File: src/include/sfbo_consts.svh
// Purpose: register map, field positions and reset values of the flash bit-order slice
// Assumes: 32-bit APB byte addresses, one aligned word per register
// Notes:   included by the top module and the bench
`ifndef SFBO_CONSTS_SVH
`define SFBO_CONSTS_SVH

`define SFBO_ADDR_BASE      32'h4001201c
`define SFBO_ADDR_SETTINGS  32'h40012020
`define SFBO_ADDR_ACTIVE    32'h40012030

`define SFBO_SETTINGS_W     9
`define SFBO_SETTINGS_RST   9'h103
`define SFBO_BASE_RST       32'h00000000

`define SFBO_BIT_WDATA_LSB  8
`define SFBO_BIT_TUNE_HI    7
`define SFBO_BIT_TUNE_LO    4
`define SFBO_BIT_STAT_FLIP  3
`define SFBO_BIT_RDATA_FLIP 2
`define SFBO_BIT_CMD_LSB    1
`define SFBO_BIT_BYTE_ORDER 0
`define SFBO_BIT_BUSY       31

`define SFBO_WORD_STEP      32'h00000004

`endif

File: src/include/sfbo_pkg.sv
// Purpose: shared types and bit helpers of the flash bit-order slice
// Assumes: field layout as in sfbo_consts.svh
// Notes:   settings struct packs bits 8:0 of the settings register
package sfbo_pkg;

    typedef enum logic {
        SFBO_IDLE,
        SFBO_ACTIVE
    } sfbo_state_type;

    typedef struct packed {
        logic       wdata_lsb_first;
        logic [3:0] tune;
        logic       status_byte_bit_flip;
        logic       rdata_flip;
        logic       cmd_lsb_first;
        logic       byte_order_select;
    } sfbo_cfg_type;

    typedef enum logic [1:0] {
        SFBO_REG_NONE,
        SFBO_REG_BASE,
        SFBO_REG_SETTINGS,
        SFBO_REG_ACTIVE
    } sfbo_reg_type;

    function automatic logic [7:0] sfbo_rev8(input logic [7:0] b);
        logic [7:0] r;
        r = '0;
        for (int i = 0; i < 8; i++) begin
            r[i] = b[7-i];
        end
        return r;
    endfunction

endpackage

File: src/include/sfbo_word_if.sv
// Purpose: carries one word and its ordering controls to a byte lane mapper
// Assumes: purely combinational path
// Notes:   wire order is byte 31:24 first, bit 7 of each byte first
`timescale 1ns/1ps
interface sfbo_word_if;
    logic [31:0] word_in;
    logic        flip;
    logic        swap;
    logic [31:0] word_out;

    modport lane (input word_in, input flip, input swap, output word_out);
    modport user (output word_in, output flip, output swap, input word_out);
endinterface

File: src/logic/sfbo_top.sv
// Purpose: settings, buffer pointer and bit/byte ordering of a serial flash controller
// Assumes: APB slave on clk_sys; transaction strobes come from logic on the same clock
// Notes:   one wait state on every APB access; outputs registered
`timescale 1ns/1ps
`include "sfbo_consts.svh"
module sfbo_top (
    input  wire logic                clk_sys,
    input  wire logic                rst_n,
    input  wire logic                ce,
    input  wire logic                psel,
    input  wire logic                penable,
    input  wire logic                pwrite,
    input  wire logic [31:0]         paddr,
    input  wire logic [31:0]         pwdata,
    input  wire logic [3:0]          pstrb,
    output logic      [31:0]         prdata,
    output logic                     pready,
    output logic                     pslverr,
    input  wire logic                txn_start,
    input  wire logic                txn_done,
    input  wire logic                word_step,
    output logic                     busy,
    output logic      [31:0]         buf_addr,
    output sfbo_pkg::sfbo_cfg_type   active_cfg,
    input  wire logic                wr_valid_in,
    input  wire logic [31:0]         wr_word_in,
    output logic                     wr_valid_out,
    output logic      [31:0]         wr_word_out,
    input  wire logic                rd_valid_in,
    input  wire logic [31:0]         rd_word_in,
    output logic                     rd_valid_out,
    output logic      [31:0]         rd_word_out,
    input  wire logic                cmd_valid_in,
    input  wire logic [7:0]          cmd_byte_in,
    output logic                     cmd_valid_out,
    output logic      [7:0]          cmd_byte_out,
    input  wire logic                stat_valid_in,
    input  wire logic [7:0]          stat_byte_in,
    output logic                     stat_valid_out,
    output logic      [7:0]          stat_byte_out
);
    import sfbo_pkg::*;

    function automatic sfbo_reg_type reg_decode(input logic [31:0] a);
        sfbo_reg_type r;
        r = SFBO_REG_NONE;
        case (a)
            `SFBO_ADDR_BASE:     r = SFBO_REG_BASE;
            `SFBO_ADDR_SETTINGS: r = SFBO_REG_SETTINGS;
            `SFBO_ADDR_ACTIVE:   r = SFBO_REG_ACTIVE;
            default:             r = SFBO_REG_NONE;
        endcase
        return r;
    endfunction

    // ---------------- register bus
    sfbo_cfg_type settings;
    sfbo_cfg_type next_settings;
    logic [31:0]  base;
    logic [31:0]  next_base;
    logic [31:0]  next_prdata;
    logic         next_pready;
    logic         next_pslverr;
    sfbo_reg_type sel_reg;
    logic         access;
    logic         wr_commit;
    logic [15:0]  set_word;

    assign sel_reg   = reg_decode(paddr);
    assign access    = psel && penable;
    // writes land only at the edge where pready is seen high
    assign wr_commit = access && pready && pwrite && !pslverr;

    always_comb begin
        next_settings = settings;
        next_base     = base;
        next_prdata   = prdata;
        next_pready   = pready;
        next_pslverr  = pslverr;
        set_word      = {7'h00, settings};
        if (ce) begin
            next_pready = access && !pready;
            if (access && !pready) begin
                next_pslverr = (sel_reg == SFBO_REG_NONE);
                case (sel_reg)
                    SFBO_REG_BASE:     next_prdata = base;
                    SFBO_REG_SETTINGS: next_prdata = {16'h0000, set_word};
                    SFBO_REG_ACTIVE:   next_prdata = {busy, 22'h000000, active_cfg};
                    default:           next_prdata = 32'h00000000;
                endcase
            end else begin
                // error flag stands only with pready, never past the completing edge
                next_pslverr = 1'b0;
            end
            if (wr_commit && sel_reg == SFBO_REG_SETTINGS) begin
                // tuning field stored as written; software keeps it at reset value
                if (pstrb[0]) begin
                    next_settings[7:0] = pwdata[7:0];
                end
                if (pstrb[1]) begin
                    next_settings[8] = pwdata[`SFBO_BIT_WDATA_LSB];
                end
            end
            if (wr_commit && sel_reg == SFBO_REG_BASE) begin
                for (int i = 0; i < 4; i++) begin
                    if (pstrb[i]) begin
                        next_base[8*i +: 8] = pwdata[8*i +: 8];
                    end
                end
            end
        end
    end

    always_ff @(posedge clk_sys or negedge rst_n) begin
        if (!rst_n) begin
            settings <= `SFBO_SETTINGS_RST;
            base     <= `SFBO_BASE_RST;
            prdata   <= 32'h00000000;
            pready   <= 1'b0;
            pslverr  <= 1'b0;
        end else begin
            settings <= next_settings;
            base     <= next_base;
            prdata   <= next_prdata;
            pready   <= next_pready;
            pslverr  <= next_pslverr;
        end
    end

    // ---------------- transaction tracking
    sfbo_state_type state;
    sfbo_state_type next_state;
    sfbo_cfg_type   next_active_cfg;
    logic           next_busy;
    logic [31:0]    next_buf_addr;

    always_comb begin
        next_state      = state;
        next_active_cfg = active_cfg;
        next_buf_addr   = buf_addr;
        if (ce) begin
            case (state)
                SFBO_IDLE: begin
                    if (txn_start) begin
                        next_active_cfg = settings;
                        next_buf_addr   = base;
                        next_state      = SFBO_ACTIVE;
                    end
                end
                SFBO_ACTIVE: begin
                    // register writes mid-transfer wait for the next start
                    if (word_step) begin
                        next_buf_addr = buf_addr + `SFBO_WORD_STEP;
                    end
                    if (txn_done) begin
                        next_state = SFBO_IDLE;
                    end
                end
                default: begin
                    next_state = SFBO_IDLE;
                end
            endcase
        end
        next_busy = (next_state == SFBO_ACTIVE);
    end

    always_ff @(posedge clk_sys or negedge rst_n) begin
        if (!rst_n) begin
            state      <= SFBO_IDLE;
            active_cfg <= `SFBO_SETTINGS_RST;
            busy       <= 1'b0;
            buf_addr   <= `SFBO_BASE_RST;
        end else begin
            state      <= next_state;
            active_cfg <= next_active_cfg;
            busy       <= next_busy;
            buf_addr   <= next_buf_addr;
        end
    end

    // ---------------- data ordering
    sfbo_word_if wr_if ();
    sfbo_word_if rd_if ();

    // shifters always send bit 7 of byte 31:24 first, so ordering is fixed here
    assign wr_if.word_in = wr_word_in;
    assign wr_if.flip    = active_cfg.wdata_lsb_first;
    assign wr_if.swap    = active_cfg.byte_order_select;
    assign rd_if.word_in = rd_word_in;
    assign rd_if.flip    = active_cfg.rdata_flip;
    assign rd_if.swap    = active_cfg.byte_order_select;

    sfbo_lane u_wr_lane (
        .wd (wr_if.lane)
    );

    sfbo_lane u_rd_lane (
        .wd (rd_if.lane)
    );

    logic        next_wr_valid_out;
    logic [31:0] next_wr_word_out;
    logic        next_rd_valid_out;
    logic [31:0] next_rd_word_out;
    logic        next_cmd_valid_out;
    logic [7:0]  next_cmd_byte_out;
    logic        next_stat_valid_out;
    logic [7:0]  next_stat_byte_out;

    always_comb begin
        next_wr_valid_out   = wr_valid_out;
        next_wr_word_out    = wr_word_out;
        next_rd_valid_out   = rd_valid_out;
        next_rd_word_out    = rd_word_out;
        next_cmd_valid_out  = cmd_valid_out;
        next_cmd_byte_out   = cmd_byte_out;
        next_stat_valid_out = stat_valid_out;
        next_stat_byte_out  = stat_byte_out;
        if (ce) begin
            next_wr_valid_out   = wr_valid_in;
            next_rd_valid_out   = rd_valid_in;
            next_cmd_valid_out  = cmd_valid_in;
            next_stat_valid_out = stat_valid_in;
            if (wr_valid_in) begin
                next_wr_word_out = wr_if.word_out;
            end
            if (rd_valid_in) begin
                next_rd_word_out = rd_if.word_out;
            end
            if (cmd_valid_in) begin
                next_cmd_byte_out = active_cfg.cmd_lsb_first ?
                                    sfbo_rev8(cmd_byte_in) : cmd_byte_in;
            end
            if (stat_valid_in) begin
                next_stat_byte_out = active_cfg.status_byte_bit_flip ?
                                     sfbo_rev8(stat_byte_in) : stat_byte_in;
            end
        end
    end

    always_ff @(posedge clk_sys or negedge rst_n) begin
        if (!rst_n) begin
            wr_valid_out   <= 1'b0;
            wr_word_out    <= 32'h00000000;
            rd_valid_out   <= 1'b0;
            rd_word_out    <= 32'h00000000;
            cmd_valid_out  <= 1'b0;
            cmd_byte_out   <= 8'h00;
            stat_valid_out <= 1'b0;
            stat_byte_out  <= 8'h00;
        end else begin
            wr_valid_out   <= next_wr_valid_out;
            wr_word_out    <= next_wr_word_out;
            rd_valid_out   <= next_rd_valid_out;
            rd_word_out    <= next_rd_word_out;
            cmd_valid_out  <= next_cmd_valid_out;
            cmd_byte_out   <= next_cmd_byte_out;
            stat_valid_out <= next_stat_valid_out;
            stat_byte_out  <= next_stat_byte_out;
        end
    end
endmodule // sfbo_top

File: src/logic/sfbo_lane.sv
// Purpose: reorders the bytes of a word and reverses bits inside each byte
// Assumes: controls already held stable by the caller
// Notes:   per-byte flip and byte swap commute, so one mapper serves both directions
`timescale 1ns/1ps
module sfbo_lane (
    sfbo_word_if.lane wd
);
    import sfbo_pkg::*;

    genvar g;
    generate
        for (g = 0; g < 4; g++) begin : g_byte
            logic [7:0] src;
            assign src = wd.swap ? wd.word_in[8*(3-g) +: 8] : wd.word_in[8*g +: 8];
            assign wd.word_out[8*g +: 8] = wd.flip ? sfbo_rev8(src) : src;
        end
    endgenerate

endmodule // sfbo_lane

File: config.mk
export PLATFORM = sky130hd
export DESIGN_NAME = sfbo_top
export DESIGN_NICKNAME = d
export VERILOG_FILES = /design/src/include/sfbo_pkg.sv /design/src/include/sfbo_word_if.sv /design/src/logic/sfbo_top.sv /design/src/logic/sfbo_lane.sv
export VERILOG_INCLUDE_DIRS = /design/src /design/src/include
export SDC_FILE = /design/constraint.sdc
export NUM_CORES = 1
export LEC_CHECK = 0
export BUFFER_PORTS_ARGS = -buffer_cell sky130_fd_sc_hd__buf_2
export CAP_MARGIN = 20
export CORE_ASPECT_RATIO = 0.8
export CORE_UTILIZATION = 57
export CTS_BUF_LIST = sky130_fd_sc_hd__clkbuf_2
export DETAILED_ROUTE_END_ITERATION = 16
export PLACE_DENSITY = 0.95
export SKIP_CTS_REPAIR_TIMING = 1
export SLEW_MARGIN = 20
export SYNTH_ARGS = -nofsm -noshare
export SYNTH_HDL_FRONTEND = slang
export SYNTH_SLANG_ARGS = --single-unit
File: constraint.sdc
create_clock -name clk_sys -period 3.11 [get_ports clk_sys]
set_clock_uncertainty 0.05 [all_clocks]
set_input_delay 0.4665 -clock clk_sys [delete_from_list [all_inputs] [get_ports clk_sys]]
set_output_delay 0.4665 -clock clk_sys [all_outputs]
set_load 0.005 [all_outputs]
==> results.txt, run 1 <==
Worst path cell trace: buf_2
Post-synth EDFFs: 0
Data arrival, critical path: 2.05 ns
Initial Util: 58.9%
Pre-antenna DRT Iters: 5
Tmin final: 2.57 ns
Core ar.: 0.0167 sq mm
Global route overflow: 0
Synth Area in XOR/XNOR: 0%
Die Y: 120 microns
First-pass GRT wire length: 43.4 mm
Die width: 149 microns
Power, Total: 6760 uW
CP top delay family: flip-flops
Startpoint types: flop
Clock sink count: 201
DRT Wirelength: 31.3 mm
Synth cell types: 44
Kind of end point of the critical path: output port
Worst Setup Path Type: flop to output port
Layout Nets: 1523
Placement Rows: 42
Simple-gate share of the synthesized area: 14.1%
PortBufs: 320
Synth Area in Compound Gates: 15.3%
Slew headroom: 36.3%
Initial antenna violation count: 3
Synth async-reset ratio: 100%
Reg2Reg Depth: 6
Non-filler cells, final: 1623
Synth warn: 0
Vias in the first global route: 8787
Period utilisation layout: 82.6%
Worst-path fanout max: 48
Final Hold Viols: 0
Synthesized net count: 1147
Buf+Inv Stages, Crit Path: 1
Crit-path slowest cell: dfstp_2
Initial DRC Count: 820
Die area: 0.0178 sq mm
Final number of setup-violating endpoints: 0
GPL Wtd Cong: 0.882
Number of stages on the worst setup path: 1
Setup_tns: 0 ns
TritonCTS clock tree: done
Inserted Clock Buffers: 50
Tightest Hold Check Type: primary input to flop
Clock tree root driver cell: clkbuf_2
Largest family of logic cells by synthesized area: multiplexers
Mapped Area: 0.00985 sq mm
H-tree depth: 2
Post-synthesis mux area share: 16.3%
Placed Instances: 1470
Vias per cell: 5.96
Least-Margin Pin Slew: 0.956 ns
GRT Total Usage: 31.2%
Worst hold slack: 0.0106 ns
Final ANT Viol Nets: 0
Clock Tree Buf Depth: 3
Share of cells above drive strength 1: 37.5%
Peak Freq: 0.389 GHz
Number of remaining DRC errors: 0
Synth Area per Inst: 10.0 sq um
Unrepaired setup endpoints after global routing: false
Data required, critical path: 2.59 ns
Max-Cap Viols: 0
Hold path depth: 3
Power Density: 533 mW/mm^2
HPWL Detailed: 20.2 mm
Largest net degree at the start of global routing: 69
# IOs: 321
Final Max Tran Viols: 0
Synth Instances: 985
Worst path max stage delay: 1.02 ns
Total number of vias: 9670
Avg WL per Cell: 19.3 microns
Area Overhead vs Synth: 28.8%
Fin util: 75.9%
Worst-Skew Late Latency: 0.81 ns
P_leak: 0.00626 uW
Post-synthesis adder-cell area fraction: 0.127%
Reg clk slew, reported paths: 0.12 ns
Top_reg_cell synth: dfrtp_1
Status: completed
Seq/Total Area, Yosys: 51.1%
Maximum VDD drop: 0.000309 V
Synthesis-stage register bit count: 201
cells in the final DEF, fill, tap and decap left out, types with 4 or more instances in the layout:
cell type / Yosys / routed
nor2_1: 60 / 60
dfrtp_1: 195 / 194
clkinv_1: 0 / 10
nand2_1: 131 / 131
mux2_2: 87 / 87
nand4_1: 11 / 11
o21ai_0: 119 / 119
a22o_1: 22 / 22
clkbuf_2: 0 / 77
mux2i_1: 61 / 61
nand3_1: 34 / 34
a221o_1: 9 / 9
buf_4: 3 / 13
nor3_1: 6 / 6
and3_1: 10 / 10
dlygate4sd3_1: 0 / 59
nand2b_1: 5 / 4
nor4_1: 6 / 6
o22ai_1: 26 / 26
dfstp_2: 6 / 6
buf_2: 6 / 319
nor3b_1: 4 / 4
nand2_2: 4 / 4
inv_1: 5 / 5
a21oi_1: 79 / 79
or3_1: 5 / 5
final timing paths:
path / startpoint / end / slack [ns]
max reg2reg: buf_addr[2] / buf_addr[30] / 0.68
max in group asynchronous: rst_n / set_word[8] / 1.87
min in group asynchronous: rst_n / base[27] / 0.18
min: cmd_byte_in[2] / cmd_byte_out[5] / 0.01
min reg2reg: wr_word_out[21] / wr_word_out[21] / 0.43
max: wr_if.flip / active_cfg[8] / 0.54
area by class of cell:
class | instances | area (sq um)
inverters | 5 | 18.8
repair buffers | 395 | 2360
flip-flops and latches | 201 | 5040
fillers | 1148 | 4030
multi-input cells | 708 | 4520
clock buffers | 77 | 385
clock inverters | 14 | 80.1
diodes | 3 | 7.51
well taps | 220 | 275
synth_stat cells, types with 2 or more instances:
library cell | n | share of area (%)
dfrtp_1 | 195 | 50
nand2_1 | 131 | 5.0
o21ai_0 | 119 | 6.0
mux2_2 | 87 | 9.9
a21oi_1 | 79 | 4.0
mux2i_1 | 61 | 6.2
nor2_1 | 60 | 2.3
clkbuf_1 | 55 | 2.1
nand3_1 | 34 | 1.7
o22ai_1 | 26 | 1.7
a22o_1 | 22 | 2.0
nand4_1 | 11 | 0.70
and3_1 | 10 | 0.64
a221o_1 | 9 | 0.91
buf_1 | 7 | 0.27
buf_2 | 6 | 0.30
dfstp_2 | 6 | 1.6
nor3_1 | 6 | 0.30
nor4_1 | 6 | 0.38
inv_1 | 5 | 0.19
nand2b_1 | 5 | 0.32
or3_1 | 5 | 0.32
and2_1 | 4 | 0.25
nand2_2 | 4 | 0.25
nor3b_1 | 4 | 0.30
and4_1 | 3 | 0.27
buf_4 | 3 | 0.23
nand3b_1 | 2 | 0.15
nor4_2 | 2 | 0.25
nor4_4 | 2 | 0.43
nor4b_1 | 2 | 0.18
o211ai_1 | 2 | 0.15
report_power, final:
group	internal, uW	total, uW	switching [uW]
Sequential	2940	3340	399
Clock	738	1840	1110
Combinational	716	1570	859
cells by family after synthesis:
| group | count (synthesis) |
|---|---|
| AO/OA/AOI/OAI | 263 |
| flip-flops | 201 |
| buffers and inverters | 76 |
| adder cells (fa/ha/maj) | 1 |
| multiplexers | 149 |
| AND/OR/NAND/NOR | 295 |
sequential cells by signal, summed over array words and instances (netlist names), 6 cells and up:
register	count
active_cfg	6
base	32
buf_addr	32
cmd_byte_out	8
prdata	32
rd_word_out	32
set_word	9
stat_byte_out	8
wr_word_out	32
metal layers:
layer	vias up	routed length (microns)	track usage (%)
met3	144	2800	5.82
met2	617	14900	50.8
met4	0	1630	16.6
li1	4335	-	-
met5	-	0	0
met1	4574	12000	39.5
through the flow:
| stage | setup WS [ns] | instance area (sq um) |
|---|---|---|
| floorplan | 0.906 | 9850 |
| global placement | 0.385 | 11600 |
| detailed placement | 0.362 | 11600 |
| CTS | 0.492 | 12100 |
| global route | 0.379 | 12700 |
| finish | 0.542 | 12700 |
Note: power is estimated with default switching activity, not from simulation.
==> run 2: changes to the inputs <==
CORE_UTILIZATION = 53   (was 57)
PLACE_DENSITY = 0.93   (was 0.95)
clock period = 2.4 ns   (was 3.11 ns; I/O delays follow)
==> run 2 against run 1 <==
Total power rose by 29%. First-iteration DRC count is 5.6% higher. Routed wire length is 5.3% higher. Combinational power grew 36%. Hold slack got worse by 0.0098 ns. Sequential share of layout area decreased by 1.9 points. Flip-flop and latch count stayed put. Critical path depth is 4 higher. Highest routed layer unchanged.
==> results.txt, run 2 (synthesis gave the netlist of run 1 again) <==
Status: completed
Data required, critical path: 2.98 ns
Die width: 154 microns
Core ar.: 0.0182 sq mm
GPL Wtd Cong: 0.875
Most frequent cells in the layout: buf_2, dfrtp_1, nand2_1, o21ai_0, dlygate4sd3_1
Power, Total: 8710 uW
Startpoint types: flop
TritonCTS clock tree: done
P_leak: 0.00653 uW
Number of remaining DRC errors: 0
Initial antenna violation count: 4
Placement Rows: 44
Clock tree root driver cell: clkbuf_2
Maximum VDD drop: 0.000401 V
Sequential share of power: 49.7%
RR Startpoint: rd_if.swap
Final ANT Viol Nets: 0
Reg2Reg Depth: 5
Tightest Hold Check Type: primary input to flop
PortBufs: 320
Worst path cell trace: buf_12 -> mux2_2 -> dlygate4sd3_1 -> a21oi_1 -> o21ai_0
Inserted Clock Buffers: 49
Worst-path fanout max: 19
# IOs: 321
Least-Margin Pin Slew: 0.647 ns
H-tree depth: 2
CP Capture Point: wr_word_out[8]
Peak Freq: 0.421 GHz
Fin util: 73.3%
Period utilisation layout: 98.9%
Final Hold Viols: 0
Kind of end point of the critical path: flop
Data arrival, critical path: 2.95 ns
GRT Total Usage: 29.3%
Worst-Skew Late Latency: 0.77 ns
Initial Util: 54.2%
Initial DRC Count: 866
Avg WL per Cell: 19.5 microns
R2r setup slk: 0.03 ns
Switch Pwr: 3070 uW
Total number of vias: 9894
Internal power: 5640 uW
Layout Nets: 1582
Clock Tree Buf Depth: 3
Area Overhead vs Synth: 35.3%
Global route overflow: 0
Vias in the first global route: 8690
Tmin final: 2.37 ns
Crit-path slowest cell: dfstp_2
Worst Setup Path Type: flop to flop
Most common cell after layout, fill and taps aside: buf_2
Largest net degree at the start of global routing: 67
Clock power share: 25.8%
Pre-antenna DRT Iters: 6
Net Sw Frac: 35.2%
Die Y: 124 microns
Die area: 0.0191 sq mm
First-pass GRT wire length: 43.8 mm
Worst path max stage delay: 0.73 ns
Power Density: 654 mW/mm^2
R2R Path End: wr_word_out[8]
Final number of setup-violating endpoints: 0
Max-Cap Viols: 0
Clock sink count: 201
Vias per cell: 5.84
Slew headroom: 56.9%
Worst Setup SP: rd_if.swap
Combinational share of power: 24.5%
DRT Wirelength: 33.0 mm
Reg clk slew, reported paths: 0.10 ns
Share of cells above drive strength 1: 36.6%
Final Max Tran Viols: 0
HPWL Detailed: 20.4 mm
## run 2: cell count changes in the layout (fill, tap and decap cells not counted), moves of 2 or more
cell / delta
dlygate4sd3_1: +47
clkbuf_2: -3
buf_4: +7
clkinv_1: +2
buf_12: +5
## run 2: per-layer routing
metal | GRT usage, % | share of wire (%) | up-vias
met2 | 49.2 | 48 | 625
met4 | 14.0 | 5.1 | 0
li1 | - | - | 4453
met5 | 0 | 0 | -
met3 | 6.09 | 8.2 | 164
met1 | 36.8 | 39 | 4652
## run 2: layout make-up
cell class / count / area, sq um
clock buffers: 74 / 370
clock inverters: 17 / 70.1
multi-input cells: 708 / 4520
repair buffers: 455 / 3010
flip-flops and latches: 201 / 5040
diodes: 4 / 10.0
fillers: 1275 / 4840
inverters: 5 / 18.8
well taps: 230 / 288
## run 2: critical path: cells and delay by family, from the launching register on
| kind | cells | cell delay (ns) |
|---|---|---|
| compound gates | 2 | 0.27 |
| mux | 1 | 0.38 |
| buf+inv | 2 | 0.80 |
| flops | 1 | 0.73 |
## run 2: worst min path at each step
stage,startpoint,endpoint,depth (start not counted)
2_1_floorplan,rst_n,active_cfg[3],0
3_3_place_gp,rst_n,wr_word_out[10],1
3_5_place_dp,rst_n,wr_word_out[2],1
4_1_cts,rst_n,prdata[4],1
5_1_grt,rd_word_in[21],rd_word_out[18],4
6_report,rd_word_in[19],rd_word_out[19],5
## run 2: per-stage QoR
step,setup slack (ns),area [sq um],hold slack [ns],instances,setup TNS [ns]
after floorplan,0.264,9850,0.0144,985,0
after detailed placement,-0.148,11800,0.348,1492,-0.985
final,0.0253,13300,0.000895,1694,0
after global placement,0.0357,11800,0.334,1492,0
after CTS,0.0402,12200,-0.519,1583,0
after global routing,-0.0183,13300,-0.00741,1694,-0.0473
## run 2: power groups by stage
stage	clock network, uW	registers, uW	logic, uW
floorplan	0	4300	932
global placement	0	4310	1840
detailed placement	0	4350	1920
CTS	2280	4280	1930
global route	2490	4400	2340
finish	2250	4330	2130
==> run 3: changes to the inputs <==
HOLD_SLACK_MARGIN = 0.08   (was not set)
==> run 3 against run 2 <==
The run now ends with setup timing left. Register-to-register slack got worse by 0.10 ns. Final cell count rose by 3.2%. Flip-flop and latch count did not move. Combinational power rose by 5%. Via count rose by 5.2%.
==> results.txt, run 3 (synthesis gave the netlist of run 1 again) <==
Status: finished with violations
Violated checks: setup timing
Worst Setup Path Type: flop to flop
Number of stages on the worst setup path: 6
CP Capture Point: wr_word_out[10]
R2r setup slk: -0.08 ns
PortBufs: 320
First-pass GRT wire length: 43.8 mm
Final Hold Viols: 0
Clock Tree Buf Depth: 3
Reg clk slew, reported paths: 0.10 ns
Most common cell after layout, fill and taps aside: buf_2
Period utilisation layout: 103%
Buf+Inv Stages, Crit Path: 2
Max-Cap Viols: 0
Worst path cell trace: buf_12 -> mux2i_1 -> dlygate4sd3_1 -> nor2_1 -> a21oi_1 -> o21ai_0
Number of remaining DRC errors: 0
Vias in the first global route: 8690
Tightest Hold Check Type: primary input to flop
Kind of end point of the critical path: flop
GRT met2 Usage: 49.2%
Clock sink count: 201
Slew headroom: 58.6%
# IOs: 321
Worst hold slack: 0.0255 ns
Setup slack after layout: -0.0763 ns
Placement Rows: 44
Global route overflow: 0
Initial DRC Count: 962
Core ar.: 0.0182 sq mm
H-tree depth: 2
Initial Util: 54.2%
Startpoint types: flop
Die Y: 124 microns
DRT Wirelength: 35.3 mm
Largest net degree at the start of global routing: 67
Clock tree root driver cell: clkbuf_2
R2R Path End: wr_word_out[10]
Power, Total: 8840 uW
Least-Margin Pin Slew: 0.621 ns
Layout Nets: 1636
P_leak: 0.00675 uW
Total number of vias: 10400
Inserted Clock Buffers: 49
Tmin final: 2.48 ns
CP top delay family: buffers and inverters
Die width: 154 microns
Worst-path fanout max: 23
Final Max Tran Viols: 0
Fin util: 76.3%
Fill count: 1178
Worst Setup SP: rd_if.swap
GRT Total Usage: 29.3%
GPL Wtd Cong: 0.875
Worst-Skew Late Latency: 0.79 ns
Initial antenna violation count: 4
RR Startpoint: rd_if.swap
Final number of setup-violating endpoints: 5
TritonCTS clock tree: done
Data required, critical path: 3.02 ns
HPWL Detailed: 20.4 mm
Final ANT Viol Nets: 0
Die area: 0.0191 sq mm
Worst path max stage delay: 0.73 ns
Pre-antenna DRT Iters: 6
Share of cells above drive strength 1: 35.3%
Most frequent cells in the layout: buf_2, dfrtp_1, dlygate4sd3_1, nand2_1, o21ai_0
Power Density: 638 mW/mm^2
Peak Freq: 0.404 GHz
Vias per cell: 5.95
Avg WL per Cell: 20.2 microns
Maximum VDD drop: 0.000409 V
Global route hottest layer: met2
Area Overhead vs Synth: 40.8%
Met1 Usage GRT: 36.8%
Reg2Reg Depth: 6
Grt met3 use: 6.09%
Data arrival, critical path: 3.10 ns
Crit-path slowest cell: dfstp_2
==> run 3: worst min-delay path by stage <==
stage	start	to	depth (start not counted)
after floorplan	rst_n	active_cfg[3]	0
after global placement	rst_n	wr_word_out[10]	1
after detailed placement	rst_n	wr_word_out[2]	1
after CTS	rst_n	prdata[4]	1
after global routing	rd_word_in[11]	rd_word_out[20]	5
final	rd_word_in[10]	rd_word_out[10]	5
==> run 3: through the flow <==
step	area (sq um)	worst slack [ns]	std cells	TNS [ns]
floorplan	9850	0.264	985	0
global placement	11800	0.0357	1492	0
detailed placement	11800	-0.148	1492	-0.985
CTS	12200	0.0402	1583	0
global route	13900	-0.167	1748	-0.949
finish	13900	-0.0763	1749	-0.325
==> run 3: metal layers <==
layer / routed length (microns) / part of all wire, % / up-vias
li1: - / - / 4575
met4: 2320 / 6.6 / 0
met2: 16900 / 48 / 683
met3: 3010 / 8.5 / 202
met5: 0 / 0 / -
met1: 13100 / 37 / 4947
==> run 3: layout make-up <==
| cell class | instances | area (sq um) | area share (%) |
|---|---|---|---|
| timing repair buffer | 509 | 3550 | 25.6 |
| sequential | 201 | 5040 | 36.3 |
| clock inverter | 17 | 70.1 | 0.505 |
| tap | 230 | 288 | 2.08 |
| inverter | 5 | 18.8 | 0.135 |
| antenna | 5 | 12.5 | 0.0902 |
| clock buffer | 74 | 370 | 2.67 |
| multi-input combinational | 708 | 4520 | 32.6 |
==> run 3: worst min-delay path: stages <==
cell     delay [ns]
buf_2          0.09
mux2i_1        0.09
nor2_1         0.09
a21oi_1        0.05
o21ai_0        0.14
==> run 3: power breakdown <==
group	internal [uW]	total (uW)	switching (uW)
registers	3810	4330	524
logic	1070	2230	1160
clock network	828	2280	1450
